[src/pkg/tbls_pkg.sv]
// Constants, field layout and types shared by the transmit line-setup block
`default_nettype none
package tbls_pkg;
  localparam int NUM_CH = 8;
  localparam int DLY_W = 13;
  localparam int START_W = 10;
  localparam int LN_W = 11;
  localparam int LT_W = 7;
  localparam int CYC_W = 8;
  localparam int PAT_AW = 13;
  localparam int PAT_SHIFT = PAT_AW - START_W;
  localparam int PAYLOAD_W = 200;
  localparam int BYTE_CNT_W = 5;
  localparam int BIT_CNT_W = 3;

  // Register addresses of the three line commands
  localparam logic [6:0] ADDR_LINE1 = 7'h10;
  localparam logic [6:0] ADDR_LINE2 = 7'h11;
  localparam logic [6:0] ADDR_LINE3 = 7'h12;
  localparam int RW_BIT = 7;
  localparam logic [BIT_CNT_W-1:0] LAST_BIT = 3'h7;

  // Whole command lengths in bytes, address byte included
  localparam logic [BYTE_CNT_W-1:0] LEN_LINE1 = 5'h04;
  localparam logic [BYTE_CNT_W-1:0] LEN_LINE2 = 5'h1A;
  localparam logic [BYTE_CNT_W-1:0] LEN_LINE3 = 5'h14;

  // Payload bit positions, counted from the last bit received
  localparam int C1_LN_LSB = 8;
  localparam int C1_LT_LSB = 1;
  localparam int C1_INV = 0;
  localparam int C2_LT_LSB = 193;
  localparam int C2_INV = 192;
  localparam int C2_GRP_TOP = 191;
  localparam int C2_GRP_W = 24;
  localparam int G2_DLY_LSB = 11;
  localparam int G2_ADD_LSB = 1;
  localparam int G2_RX = 0;
  localparam int C3_LT_LSB = 145;
  localparam int C3_INV = 144;
  localparam int C3_ADD_LSB = 128;
  localparam int C3_GRP_TOP = 127;
  localparam int C3_GRP_W = 16;
  localparam int G3_DLY_LSB = 2;
  localparam int G3_RX = 1;
  localparam int G3_TX = 0;

  // Pattern sample bits: positive drive high, negative drive low
  localparam int SMP_POS = 1;
  localparam int SMP_NEG = 0;
  localparam logic [1:0] SAMPLE_EOP = 2'h3;

  typedef enum logic [1:0] {
    CMD_NONE = 2'b00,
    CMD_LINE1 = 2'b01,
    CMD_LINE2 = 2'b10,
    CMD_LINE3 = 2'b11
  } tbls_cmd_e;

  typedef enum logic [1:0] {
    CH_IDLE = 2'b00,
    CH_WAIT = 2'b01,
    CH_PLAY = 2'b10,
    CH_DONE = 2'b11
  } tbls_ch_state_e;

  // Typical pulser current, one-hot
  typedef enum logic [3:0] {
    CUR_2A10 = 4'b0001,
    CUR_1A75 = 4'b0010,
    CUR_0A70 = 4'b0100,
    CUR_0A35 = 4'b1000
  } tbls_current_e;

  typedef struct packed {
    logic [DLY_W-1:0] channel_delay;
    logic [START_W-1:0] pattern_start_address;
    logic rx_en;
    logic tx_en;
  } tbls_chan_cfg_s;

  typedef struct packed {
    logic [DLY_W-1:0] channel_delay;
    logic [START_W-1:0] pattern_start_address;
  } tbls_ln_entry_s;

  typedef struct packed {
    logic [CYC_W-1:0] cycles;
    logic continuous_wave_mode;
    logic drive_strength_sel_hi;
    logic drive_strength_sel_lo;
  } tbls_lt_entry_s;

  typedef struct packed {
    logic pos;
    logic neg;
    logic clamp;
    logic rx_on;
  } tbls_drive_s;
endpackage
`default_nettype wire

[src/hw/tbls_line_setup.sv]
// Line-setup command decoder and per-channel pattern playback
`timescale 1ns/10ps
`default_nettype none

module tbls_line_setup #(
  parameter int NUM_CH = tbls_pkg::NUM_CH,
  parameter logic [6:0] ADDR_LINE1 = tbls_pkg::ADDR_LINE1,
  parameter logic [6:0] ADDR_LINE2 = tbls_pkg::ADDR_LINE2,
  parameter logic [6:0] ADDR_LINE3 = tbls_pkg::ADDR_LINE3
) (
  input wire logic clk_sys,
  input wire logic rst_n,
  input wire logic spi_sclk,
  input wire logic spi_cs_n,
  input wire logic spi_mosi,
  input wire logic fire_strobe,
  input wire logic five_level,
  input wire tbls_pkg::tbls_ln_entry_s [NUM_CH-1:0] ln_data,
  input wire tbls_pkg::tbls_lt_entry_s lt_data,
  input wire logic [NUM_CH-1:0][1:0] pat_sample,
  output logic [tbls_pkg::LN_W-1:0] line_number_pointer_reg,
  output logic [tbls_pkg::LT_W-1:0] line_type_pointer_reg,
  output logic [NUM_CH-1:0][tbls_pkg::PAT_AW-1:0] pat_addr_reg,
  output var tbls_pkg::tbls_drive_s [NUM_CH-1:0] ch_drive_reg,
  output var tbls_pkg::tbls_current_e current_level_reg,
  output logic tx_busy_reg
);

  ////////////////////////////////////////////////////////////////////////////
  // Functions

  function automatic logic [tbls_pkg::BYTE_CNT_W-1:0] cmd_len(input tbls_pkg::tbls_cmd_e c);
    if (c == tbls_pkg::CMD_LINE1) begin
      return tbls_pkg::LEN_LINE1;
    end else if (c == tbls_pkg::CMD_LINE2) begin
      return tbls_pkg::LEN_LINE2;
    end else if (c == tbls_pkg::CMD_LINE3) begin
      return tbls_pkg::LEN_LINE3;
    end
    return '0;
  endfunction

  function automatic logic is_eop(input logic [1:0] s);
    return s == tbls_pkg::SAMPLE_EOP;
  endfunction

  function automatic tbls_pkg::tbls_chan_cfg_s grp2(input logic [tbls_pkg::PAYLOAD_W-1:0] p,
                                                   input int k);
    logic [tbls_pkg::C2_GRP_W-1:0] g;
    tbls_pkg::tbls_chan_cfg_s r;
    g = p[tbls_pkg::C2_GRP_TOP - k * tbls_pkg::C2_GRP_W -: tbls_pkg::C2_GRP_W];
    r.channel_delay = g[tbls_pkg::G2_DLY_LSB +: tbls_pkg::DLY_W];
    r.pattern_start_address = g[tbls_pkg::G2_ADD_LSB +: tbls_pkg::START_W];
    r.rx_en = g[tbls_pkg::G2_RX];
    r.tx_en = 1'b1;
    return r;
  endfunction

  function automatic tbls_pkg::tbls_chan_cfg_s grp3(input logic [tbls_pkg::PAYLOAD_W-1:0] p,
                                                   input int k);
    logic [tbls_pkg::C3_GRP_W-1:0] g;
    tbls_pkg::tbls_chan_cfg_s r;
    g = p[tbls_pkg::C3_GRP_TOP - k * tbls_pkg::C3_GRP_W -: tbls_pkg::C3_GRP_W];
    r.channel_delay = g[tbls_pkg::G3_DLY_LSB +: tbls_pkg::DLY_W];
    r.pattern_start_address = p[tbls_pkg::C3_ADD_LSB +: tbls_pkg::START_W];
    r.rx_en = g[tbls_pkg::G3_RX];
    r.tx_en = g[tbls_pkg::G3_TX];
    return r;
  endfunction

  function automatic logic [tbls_pkg::PAT_AW-1:0] start_addr(input tbls_pkg::tbls_chan_cfg_s c);
    return {c.pattern_start_address, {tbls_pkg::PAT_SHIFT{1'b0}}};
  endfunction

  ////////////////////////////////////////////////////////////////////////////
  // Input synchronisers and edge detection

  logic sclk_s1_reg, sclk_s2_reg, sclk_s3_reg;
  logic cs_s1_reg, cs_s2_reg;
  logic mosi_s1_reg, mosi_s2_reg;
  logic fire_s1_reg, fire_s2_reg, fire_s3_reg;

  always_ff @(posedge clk_sys) begin
    if (!rst_n) begin
      {sclk_s1_reg, sclk_s2_reg, sclk_s3_reg} <= 3'h0;
      {cs_s1_reg, cs_s2_reg} <= 2'h3;
      {mosi_s1_reg, mosi_s2_reg} <= 2'h0;
      {fire_s1_reg, fire_s2_reg, fire_s3_reg} <= 3'h0;
    end else begin
      {sclk_s1_reg, sclk_s2_reg, sclk_s3_reg} <= {spi_sclk, sclk_s1_reg, sclk_s2_reg};
      {cs_s1_reg, cs_s2_reg} <= {spi_cs_n, cs_s1_reg};
      {mosi_s1_reg, mosi_s2_reg} <= {spi_mosi, mosi_s1_reg};
      {fire_s1_reg, fire_s2_reg, fire_s3_reg} <= {fire_strobe, fire_s1_reg, fire_s2_reg};
    end
  end

  wire sclk_rise = sclk_s2_reg & ~sclk_s3_reg;
  wire fire_rise = fire_s2_reg & ~fire_s3_reg;
  wire fire_on = fire_s2_reg;

  ////////////////////////////////////////////////////////////////////////////
  // Command byte reception

  logic [tbls_pkg::PAYLOAD_W-1:0] payload_reg;
  logic [tbls_pkg::BIT_CNT_W-1:0] bit_cnt_reg;
  logic [tbls_pkg::BYTE_CNT_W-1:0] byte_cnt_reg;
  logic [7:0] addr_byte_reg;
  tbls_pkg::tbls_cmd_e cmd_reg, apply_cmd_reg;
  logic apply_reg, fetch_reg;

  wire byte_done = sclk_rise & (bit_cnt_reg == tbls_pkg::LAST_BIT);
  wire [7:0] byte_in = {payload_reg[6:0], mosi_s2_reg};
  wire [tbls_pkg::BYTE_CNT_W-1:0] byte_cnt_inc = byte_cnt_reg + 1'b1;
  wire wr_ok = ~byte_in[tbls_pkg::RW_BIT];
  wire tbls_pkg::tbls_cmd_e cmd_dec =
    (wr_ok && byte_in[6:0] == ADDR_LINE1) ? tbls_pkg::CMD_LINE1 :
    (wr_ok && byte_in[6:0] == ADDR_LINE2) ? tbls_pkg::CMD_LINE2 :
    (wr_ok && byte_in[6:0] == ADDR_LINE3) ? tbls_pkg::CMD_LINE3 : tbls_pkg::CMD_NONE;
  wire first_byte = byte_done & (byte_cnt_reg == '0);
  wire cmd_complete = byte_done & (cmd_reg != tbls_pkg::CMD_NONE)
                      & (byte_cnt_inc == cmd_len(cmd_reg));

  always_ff @(posedge clk_sys) begin
    if (!rst_n) begin
      payload_reg <= '0;
      bit_cnt_reg <= '0;
      byte_cnt_reg <= '0;
      addr_byte_reg <= '0;
      cmd_reg <= tbls_pkg::CMD_NONE;
      apply_cmd_reg <= tbls_pkg::CMD_NONE;
      apply_reg <= 1'b0;
    end else begin
      apply_reg <= cmd_complete;
      if (cmd_complete) begin
        apply_cmd_reg <= cmd_reg;
      end
      if (cs_s2_reg) begin
        bit_cnt_reg <= '0;
        byte_cnt_reg <= '0;
        cmd_reg <= tbls_pkg::CMD_NONE;
      end else if (sclk_rise) begin
        payload_reg <= {payload_reg[tbls_pkg::PAYLOAD_W-2:0], mosi_s2_reg};
        bit_cnt_reg <= bit_cnt_reg + 1'b1;
        if (byte_done) begin
          byte_cnt_reg <= byte_cnt_inc;
        end
        if (first_byte) begin
          addr_byte_reg <= byte_in;
          cmd_reg <= cmd_dec;
        end else if (cmd_complete) begin
          cmd_reg <= tbls_pkg::CMD_NONE;
        end
      end
    end
  end

  ////////////////////////////////////////////////////////////////////////////
  // Applying a received command

  tbls_pkg::tbls_chan_cfg_s [NUM_CH-1:0] cfg_reg;
  tbls_pkg::tbls_lt_entry_s lt_cfg_reg;
  logic inv_reg;
  tbls_pkg::tbls_cmd_e fetch_cmd_reg;

  wire line_ext2 = apply_cmd_reg == tbls_pkg::CMD_LINE2;
  wire line_ext3 = apply_cmd_reg == tbls_pkg::CMD_LINE3;
  wire [tbls_pkg::LT_W-1:0] lt_field =
    line_ext2 ? payload_reg[tbls_pkg::C2_LT_LSB +: tbls_pkg::LT_W] :
    line_ext3 ? payload_reg[tbls_pkg::C3_LT_LSB +: tbls_pkg::LT_W] :
                payload_reg[tbls_pkg::C1_LT_LSB +: tbls_pkg::LT_W];
  wire inv_field = line_ext2 ? payload_reg[tbls_pkg::C2_INV] :
                   line_ext3 ? payload_reg[tbls_pkg::C3_INV] : payload_reg[tbls_pkg::C1_INV];

  always_ff @(posedge clk_sys) begin
    if (!rst_n) begin
      line_number_pointer_reg <= '0;
      line_type_pointer_reg <= '0;
      inv_reg <= 1'b0;
      fetch_reg <= 1'b0;
      fetch_cmd_reg <= tbls_pkg::CMD_NONE;
      cfg_reg <= '0;
      lt_cfg_reg <= '0;
    end else begin
      fetch_reg <= apply_reg;
      if (apply_reg) begin
        fetch_cmd_reg <= apply_cmd_reg;
        line_type_pointer_reg <= lt_field;
        inv_reg <= inv_field;
        if (apply_cmd_reg == tbls_pkg::CMD_LINE1) begin
          line_number_pointer_reg <= payload_reg[tbls_pkg::C1_LN_LSB +: tbls_pkg::LN_W];
        end
        for (int k = 0; k < NUM_CH; k++) begin
          if (line_ext2) begin
            cfg_reg[k] <= grp2(payload_reg, k);
          end else if (line_ext3) begin
            cfg_reg[k] <= grp3(payload_reg, k);
          end
        end
      end
      if (fetch_reg) begin
        lt_cfg_reg <= lt_data;
        if (fetch_cmd_reg == tbls_pkg::CMD_LINE1) begin
          for (int k = 0; k < NUM_CH; k++) begin
            cfg_reg[k] <= {ln_data[k], 1'b1, 1'b1};
          end
        end
      end
    end
  end

  ////////////////////////////////////////////////////////////////////////////
  // Drive-strength decode

  wire tbls_pkg::tbls_current_e current_dec =
    ({lt_cfg_reg.drive_strength_sel_hi, lt_cfg_reg.drive_strength_sel_lo} == 2'h0) ?
      tbls_pkg::CUR_2A10 :
    ({lt_cfg_reg.drive_strength_sel_hi, lt_cfg_reg.drive_strength_sel_lo} == 2'h1) ?
      tbls_pkg::CUR_1A75 :
    ({lt_cfg_reg.drive_strength_sel_hi, lt_cfg_reg.drive_strength_sel_lo} == 2'h2) ?
      tbls_pkg::CUR_0A70 : tbls_pkg::CUR_0A35;

  ////////////////////////////////////////////////////////////////////////////
  // Per-channel playback

  tbls_pkg::tbls_ch_state_e [NUM_CH-1:0] st_reg;
  logic [NUM_CH-1:0][tbls_pkg::DLY_W-1:0] dly_cnt_reg;
  logic [NUM_CH-1:0][tbls_pkg::CYC_W-1:0] cyc_cnt_reg;
  logic [NUM_CH-1:0] eop_ch;
  logic [NUM_CH-1:0] last_cyc;
  logic [NUM_CH-1:0] playing;
  tbls_pkg::tbls_drive_s [NUM_CH-1:0] drive_next;

  for (genvar k = 0; k < NUM_CH; k++) begin : g_ch
    localparam int PAIR = k % (NUM_CH / 2);
    wire [1:0] smp = inv_reg ? {pat_sample[k][tbls_pkg::SMP_NEG], pat_sample[k][tbls_pkg::SMP_POS]}
                             : pat_sample[k];
    wire drv_pos = smp[tbls_pkg::SMP_POS] & cfg_reg[k].tx_en;
    wire drv_neg = smp[tbls_pkg::SMP_NEG] & cfg_reg[k].tx_en;
    assign eop_ch[k] = five_level ? is_eop(pat_sample[PAIR]) : is_eop(pat_sample[k]);
    assign last_cyc[k] = (cyc_cnt_reg[k] + 1'b1 == lt_cfg_reg.cycles)
                         & ~lt_cfg_reg.continuous_wave_mode;
    assign playing[k] = (st_reg[k] == tbls_pkg::CH_PLAY) & fire_on & ~eop_ch[k];
    // sample decode, end symbol held back
    assign drive_next[k] = playing[k] ? '{pos: drv_pos, neg: drv_neg,
                                          clamp: ~(drv_pos | drv_neg), rx_on: 1'b0}
                                      : '{pos: 1'b0, neg: 1'b0, clamp: 1'b1,
                                          rx_on: cfg_reg[k].rx_en};
  end

  // each channel steps on its own
  always_ff @(posedge clk_sys) begin
    if (!rst_n) begin
      st_reg <= {NUM_CH{tbls_pkg::CH_IDLE}};
      dly_cnt_reg <= '0;
      cyc_cnt_reg <= '0;
      pat_addr_reg <= '0;
      ch_drive_reg <= {NUM_CH{4'h2}};
    end else begin
      ch_drive_reg <= drive_next;
      for (int k = 0; k < NUM_CH; k++) begin
        case (st_reg[k])
          tbls_pkg::CH_IDLE: begin
            if (fire_rise) begin
              dly_cnt_reg[k] <= cfg_reg[k].channel_delay;
              pat_addr_reg[k] <= start_addr(cfg_reg[k]);
              cyc_cnt_reg[k] <= '0;
              st_reg[k] <= tbls_pkg::CH_WAIT;
            end
          end
          tbls_pkg::CH_WAIT: begin
            if (!fire_on) begin
              st_reg[k] <= tbls_pkg::CH_IDLE;
            end else if (dly_cnt_reg[k] == '0) begin
              st_reg[k] <= tbls_pkg::CH_PLAY;
            end else begin
              dly_cnt_reg[k] <= dly_cnt_reg[k] - 1'b1;
            end
          end
          tbls_pkg::CH_PLAY: begin
            if (!fire_on) begin
              st_reg[k] <= tbls_pkg::CH_IDLE;
            end else if (eop_ch[k] && last_cyc[k]) begin
              st_reg[k] <= tbls_pkg::CH_DONE;
            end else if (eop_ch[k]) begin
              pat_addr_reg[k] <= start_addr(cfg_reg[k]);
              cyc_cnt_reg[k] <= cyc_cnt_reg[k] + 1'b1;
            end else begin
              pat_addr_reg[k] <= pat_addr_reg[k] + 1'b1;
            end
          end
          default: begin
            if (!fire_on) begin
              st_reg[k] <= tbls_pkg::CH_IDLE;
            end
          end
        endcase
      end
    end
  end

  always_ff @(posedge clk_sys) begin
    if (!rst_n) begin
      current_level_reg <= tbls_pkg::CUR_2A10;
      tx_busy_reg <= 1'b0;
    end else begin
      current_level_reg <= current_dec;
      tx_busy_reg <= fire_on;
    end
  end

  ////////////////////////////////////////////////////////////////////////////
  // Assertions

  a_strobe_low_stop: assert property (@(posedge clk_sys) disable iff (!rst_n)
    (!fire_on && st_reg[0] != tbls_pkg::CH_IDLE) |=> st_reg[0] == tbls_pkg::CH_IDLE)
    else $error("channel kept running after strobe low");
  a_rise_loads_start: assert property (@(posedge clk_sys) disable iff (!rst_n)
    (fire_rise && st_reg[0] == tbls_pkg::CH_IDLE) |=>
      (st_reg[0] == tbls_pkg::CH_WAIT && pat_addr_reg[0] == start_addr(cfg_reg[0])))
    else $error("rising strobe did not start channel");
  a_sequential_read: assert property (@(posedge clk_sys) disable iff (!rst_n)
    (st_reg[1] == tbls_pkg::CH_PLAY && fire_on && !eop_ch[1]) |=>
      pat_addr_reg[1] == $past(pat_addr_reg[1]) + 1'b1)
    else $error("pattern address not sequential");
  a_eop_reload_addr: assert property (@(posedge clk_sys) disable iff (!rst_n)
    (st_reg[0] == tbls_pkg::CH_PLAY && fire_on && eop_ch[0] && !last_cyc[0]) |=>
      (pat_addr_reg[0] == start_addr(cfg_reg[0]) && st_reg[0] == tbls_pkg::CH_PLAY))
    else $error("end symbol did not reload start");
  a_eop_never_driven: assert property (@(posedge clk_sys) disable iff (!rst_n)
    (st_reg[2] == tbls_pkg::CH_PLAY && eop_ch[2]) |=> (!ch_drive_reg[2].pos && !ch_drive_reg[2].neg))
    else $error("end symbol reached the drive outputs");
  a_cwd_no_done: assert property (@(posedge clk_sys) disable iff (!rst_n)
    (lt_cfg_reg.continuous_wave_mode && st_reg[0] == tbls_pkg::CH_PLAY && fire_on) |=>
      st_reg[0] != tbls_pkg::CH_DONE)
    else $error("continuous wave ended on cycle count");
  a_apply_full_len: assert property (@(posedge clk_sys) disable iff (!rst_n)
    apply_reg |-> (byte_cnt_reg == cmd_len(apply_cmd_reg) && !addr_byte_reg[tbls_pkg::RW_BIT]))
    else $error("command applied before its full length");
  a_ln_fetch_load: assert property (@(posedge clk_sys) disable iff (!rst_n)
    (fetch_reg && fetch_cmd_reg == tbls_pkg::CMD_LINE1) |=>
      cfg_reg[0].channel_delay == $past(ln_data[0].channel_delay))
    else $error("line memory entry not loaded");
  a_current_decode: assert property (@(posedge clk_sys) disable iff (!rst_n)
    (fetch_reg && lt_data.drive_strength_sel_hi && !lt_data.drive_strength_sel_lo) |=> ##1
      current_level_reg == tbls_pkg::CUR_0A70)
    else $error("drive strength decode wrong");

  c_line1_applied: cover property (@(posedge clk_sys) apply_reg && apply_cmd_reg == tbls_pkg::CMD_LINE1);
  c_line2_applied: cover property (@(posedge clk_sys) apply_reg && apply_cmd_reg == tbls_pkg::CMD_LINE2);
  c_line3_applied: cover property (@(posedge clk_sys) apply_reg && apply_cmd_reg == tbls_pkg::CMD_LINE3);
  c_channel_done: cover property (@(posedge clk_sys) st_reg[0] == tbls_pkg::CH_DONE);

endmodule
`default_nettype wire

[config.mk]
export PLATFORM = sky130hd
export DESIGN_NAME = tbls_line_setup
export DESIGN_NICKNAME = d
export VERILOG_FILES = /design/src/pkg/tbls_pkg.sv /design/src/hw/tbls_line_setup.sv
export SDC_FILE = /design/constraint.sdc
export NUM_CORES = 2
export LEC_CHECK = 0
export BUFFER_PORTS_ARGS = -buffer_cell sky130_fd_sc_hd__buf_2
export CAP_MARGIN = 20
export CORE_ASPECT_RATIO = 0.8
export CORE_MARGIN = 5
export CORE_UTILIZATION = 55
export CTS_CLUSTER_DIAMETER = 150
export DETAILED_ROUTE_END_ITERATION = 8
export PLACE_DENSITY = 0.75
export SETUP_SLACK_MARGIN = 0.15
export SLEW_MARGIN = 25
export SYNTH_ARGS = -nofsm -noshare
export SYNTH_HDL_FRONTEND = slang
export SYNTH_SLANG_ARGS = --single-unit
[constraint.sdc]
create_clock -name clk_sys -period 2.75 [get_ports clk_sys]
set_input_delay 0.275 -clock clk_sys [delete_from_list [all_inputs] [get_ports clk_sys]]
set_output_delay 0.275 -clock clk_sys [all_outputs]
set_load 0.05 [all_outputs]
==> flow_metrics.env <==
export IMPL_num_vias=41200
export IMPL_dieArea_um2=75500
export IMPL_final_cell_area_um2=47000
export IMPL_hold_viol_final=0
export IMPL_power_switching_share_pct=23.2
export IMPL_start_util_pct=55.7
export IMPL_multi_input_area_um2=21300
export IMPL_post_route_min_period_ns=2.51
export IMPL_wl_um=144000
export IMPL_internal_power_uw=18800
export IMPL_setup_viol=0
export IMPL_gp_congestion=0.967
export IMPL_synth_edf_count=0
export IMPL_cp_max_fo=5
export IMPL_portBuffers=376
export IMPL_grt_pass1_vias=37100
export IMPL_synth_top_area_cell="dfxtp_1"
export IMPL_pwr_share_comb_pct=5.5
export IMPL_crit_path_start_kind="register"
export IMPL_fin_tns_setup_ns=0
export IMPL_synthArstFlopShare_pct=0
export IMPL_drv_slew=0
export IMPL_fill_cells=5661
export IMPL_grt_pass1_wl_um=218000
export IMPL_drc=0
export IMPL_fmax_mhz=398
export IMPL_clk_path_buf_depth=3
export IMPL_clk_pin_slew_worst_paths_ns=0.07
export IMPL_core_um2=69200
export IMPL_tritoncts="yes"
export IMPL_cts_root_buf="clkbuf_16"
export IMPL_clkPwrFrac_pct=47.9
export IMPL_powerDensity_nw_per_um2=520
export IMPL_synth_common_cells="nand2_1 (967), a21oi_1 (787), dfxtp_1 (780), nor2_1 (514), clkbuf_1 (318)"
export IMPL_nets=5796
export IMPL_switching_power_uw=5660
export IMPL_avgSynthCellArea_um2=7.56
export IMPL_max_cap_violations=0
export IMPL_post_dp_cell_area_um2=41700
export IMPL_synthTopCellsByArea="dfxtp_1 (41%), a21oi_1 (10%), nand2_1 (9.4%)"
export IMPL_p_leak_uw=0.0163
export IMPL_stdcell_count=6539
export IMPL_cts_made_buffers=80
export IMPL_die_h_um=247
export IMPL_cts_sinks=780
export IMPL_synth_compound_area_share_pct=24.4
export IMPL_dp_cells=6163
export IMPL_grt_antenna_before_repair=8
export IMPL_ys_types=91
export IMPL_drive_above_1_share_pct=14.4
export IMPL_hold_path_class="in2reg"
export IMPL_avgViaCountPerCell=6.30
export IMPL_synthFlopType="dfxtp_1"
export IMPL_synth_seq_cells=780
export IMPL_syn_to_final_growth_pct=22.0
export IMPL_muxShareOfSynthArea_pct=4.16
export IMPL_tightest_slew_ns=0.899
export IMPL_syn_area_um2=38500
export IMPL_synth_nets=5344
export IMPL_synth_most_common_cell="nand2_1"
export IMPL_row_count=86
export IMPL_slew_headroom_pct=39.4
export IMPL_drtIter0Drc=5125
export IMPL_die_w_um=306
export IMPL_pin_count=377
export IMPL_seq_area_um2=15600
export IMPL_fin_skew_ns=0.0279
export IMPL_clk_latency_ns=0.65
export IMPL_synth_fa_ha_area_share_pct=0.910
export IMPL_crit_arrival_ns=3.05
export IMPL_drt_wirelength_per_cell_um=22.0
export IMPL_post_route_period_util_pct=91.3
export IMPL_post_dp_hpwl_um=99700
export IMPL_synth_top_family_by_area="compound AO/OA/AOI/OAI gates"
export IMPL_power_frac_seq_pct=46.6
export IMPL_synth_seq_area_share_pct=40.5
export IMPL_synth_simple_area_share_pct=23.5
export IMPL_first_pass_iters=6
export IMPL_ir_drop_uv=444
export IMPL_run_status="finished clean"
export IMPL_p_total_uw=24400
export IMPL_ant_nets=0
export IMPL_crit_type="reg2reg"
export IMPL_holdWs_ns=0.0318
export IMPL_grt_ovfl_total=0
export IMPL_synth_top_cell_area_share_pct=40.5
export IMPL_grt_max_degree=145
export IMPL_worstRegToRegCells=9
export IMPL_cp_end_kind="register"
export IMPL_netlist_instances=5098
export IMPL_yosysWarnings=0
export IMPL_synth_xor_area_share_pct=1.75
export IMPL_grt_usage_pct=35.9
export IMPL_rsz0062_at_grt="true"
export IMPL_critical_path_required_ns=3.29
export IMPL_htree_num_levels=3
export IMPL_whs_path_depth=3
## path summary, 6_finish.rpt
| path | startpoint | end | slack (ns) |
|---|---|---|---|
| setup / recovery | dly_cnt_reg[39] | st_reg[6] | 0.24 |
| hold / removal | pat_sample[2] | ch_drive_reg[6] | 0.03 |
| setup reg to reg | dly_cnt_reg[39] | st_reg[6] | 0.24 |
| hold reg to reg | payload_reg[155] | payload_reg[156] | 0.44 |
## placed cells by master, fill, tap and decap left out, types with 108 or more instances in the layout
cell type	synthesis	layout
a211oi_1	108	108
a21oi_1	787	787
buf_2	47	375
buf_4	5	154
dfxtp_1	780	768
dlygate4sd3_1	0	215
mux2i_1	158	158
nand2_1	967	964
nand3_1	122	121
nor2_1	514	513
o211ai_1	160	160
o21ai_0	163	162
## power groups by stage
| stage | registers [µW] | logic [µW] | clock network, µW |
|---|---|---|---|
| after floorplan | 11600 | 546 | 0 |
| after global placement | 11600 | 1020 | 0 |
| after detailed placement | 11600 | 1030 | 0 |
| after CTS | 11400 | 1270 | 11700 |
| after global routing | 11400 | 1420 | 12200 |
| final | 11400 | 1350 | 11700 |
## stage by stage
step	worst slack, ns	utilization [%]
2_1_floorplan	0.191	-
3_3_place_gp	0.124	60.2
3_5_place_dp	0.0551	60.2
4_1_cts	0.172	67.4
5_1_grt	0.115	67.9
6_report	0.239	67.9
## routing by layer
| metal | vias to the layer above | track usage (%) | part of all wire, % |
|---|---|---|---|
| met5 | - | 0 | 0.038 |
| met4 | 8 | 14.8 | 4.9 |
| met3 | 420 | 7.27 | 12 |
| met2 | 2432 | 54.9 | 43 |
| met1 | 19400 | 50.0 | 40 |
| li1 | 19000 | - | - |
## area by class of cell
cell class / count / share of cell area (%)
multi-input combinational: 3851 / 45.3
sequential: 780 / 33.3
timing repair buffer: 779 / 12.4
clock buffer: 113 / 5.04
tap: 924 / 2.46
clock inverter: 28 / 0.916
inverter: 58 / 0.487
antenna: 6 / 0.0320
## timing repair
action	CTS	global route
hold buffers	215	0
gates resized for setup	7	50
gates cloned	0	2
pin swaps	2	13
endpoints found under the hold margin	217	0
setup endpoints to repair	49	153
buffers inserted	0	12
## cells by family after synthesis
kind of cell,count (synthesis)
buf+inv,469
flops,780
xor+xnor,77
fa+ha+maj,28
mux,160
simple gates,2042
compound gates,1542
## critical path, stage by stage (launching register included)
cell	delay [ns]
dfxtp_1	0.32
inv_2	0.10
ha_4	0.15
or4b_4	0.48
or4_4	0.45
nor4_4	0.22
buf_4	0.19
buf_4	0.11
a211oi_1	0.13
a31o_2	0.25
Power figures use the tool's default switching activity.
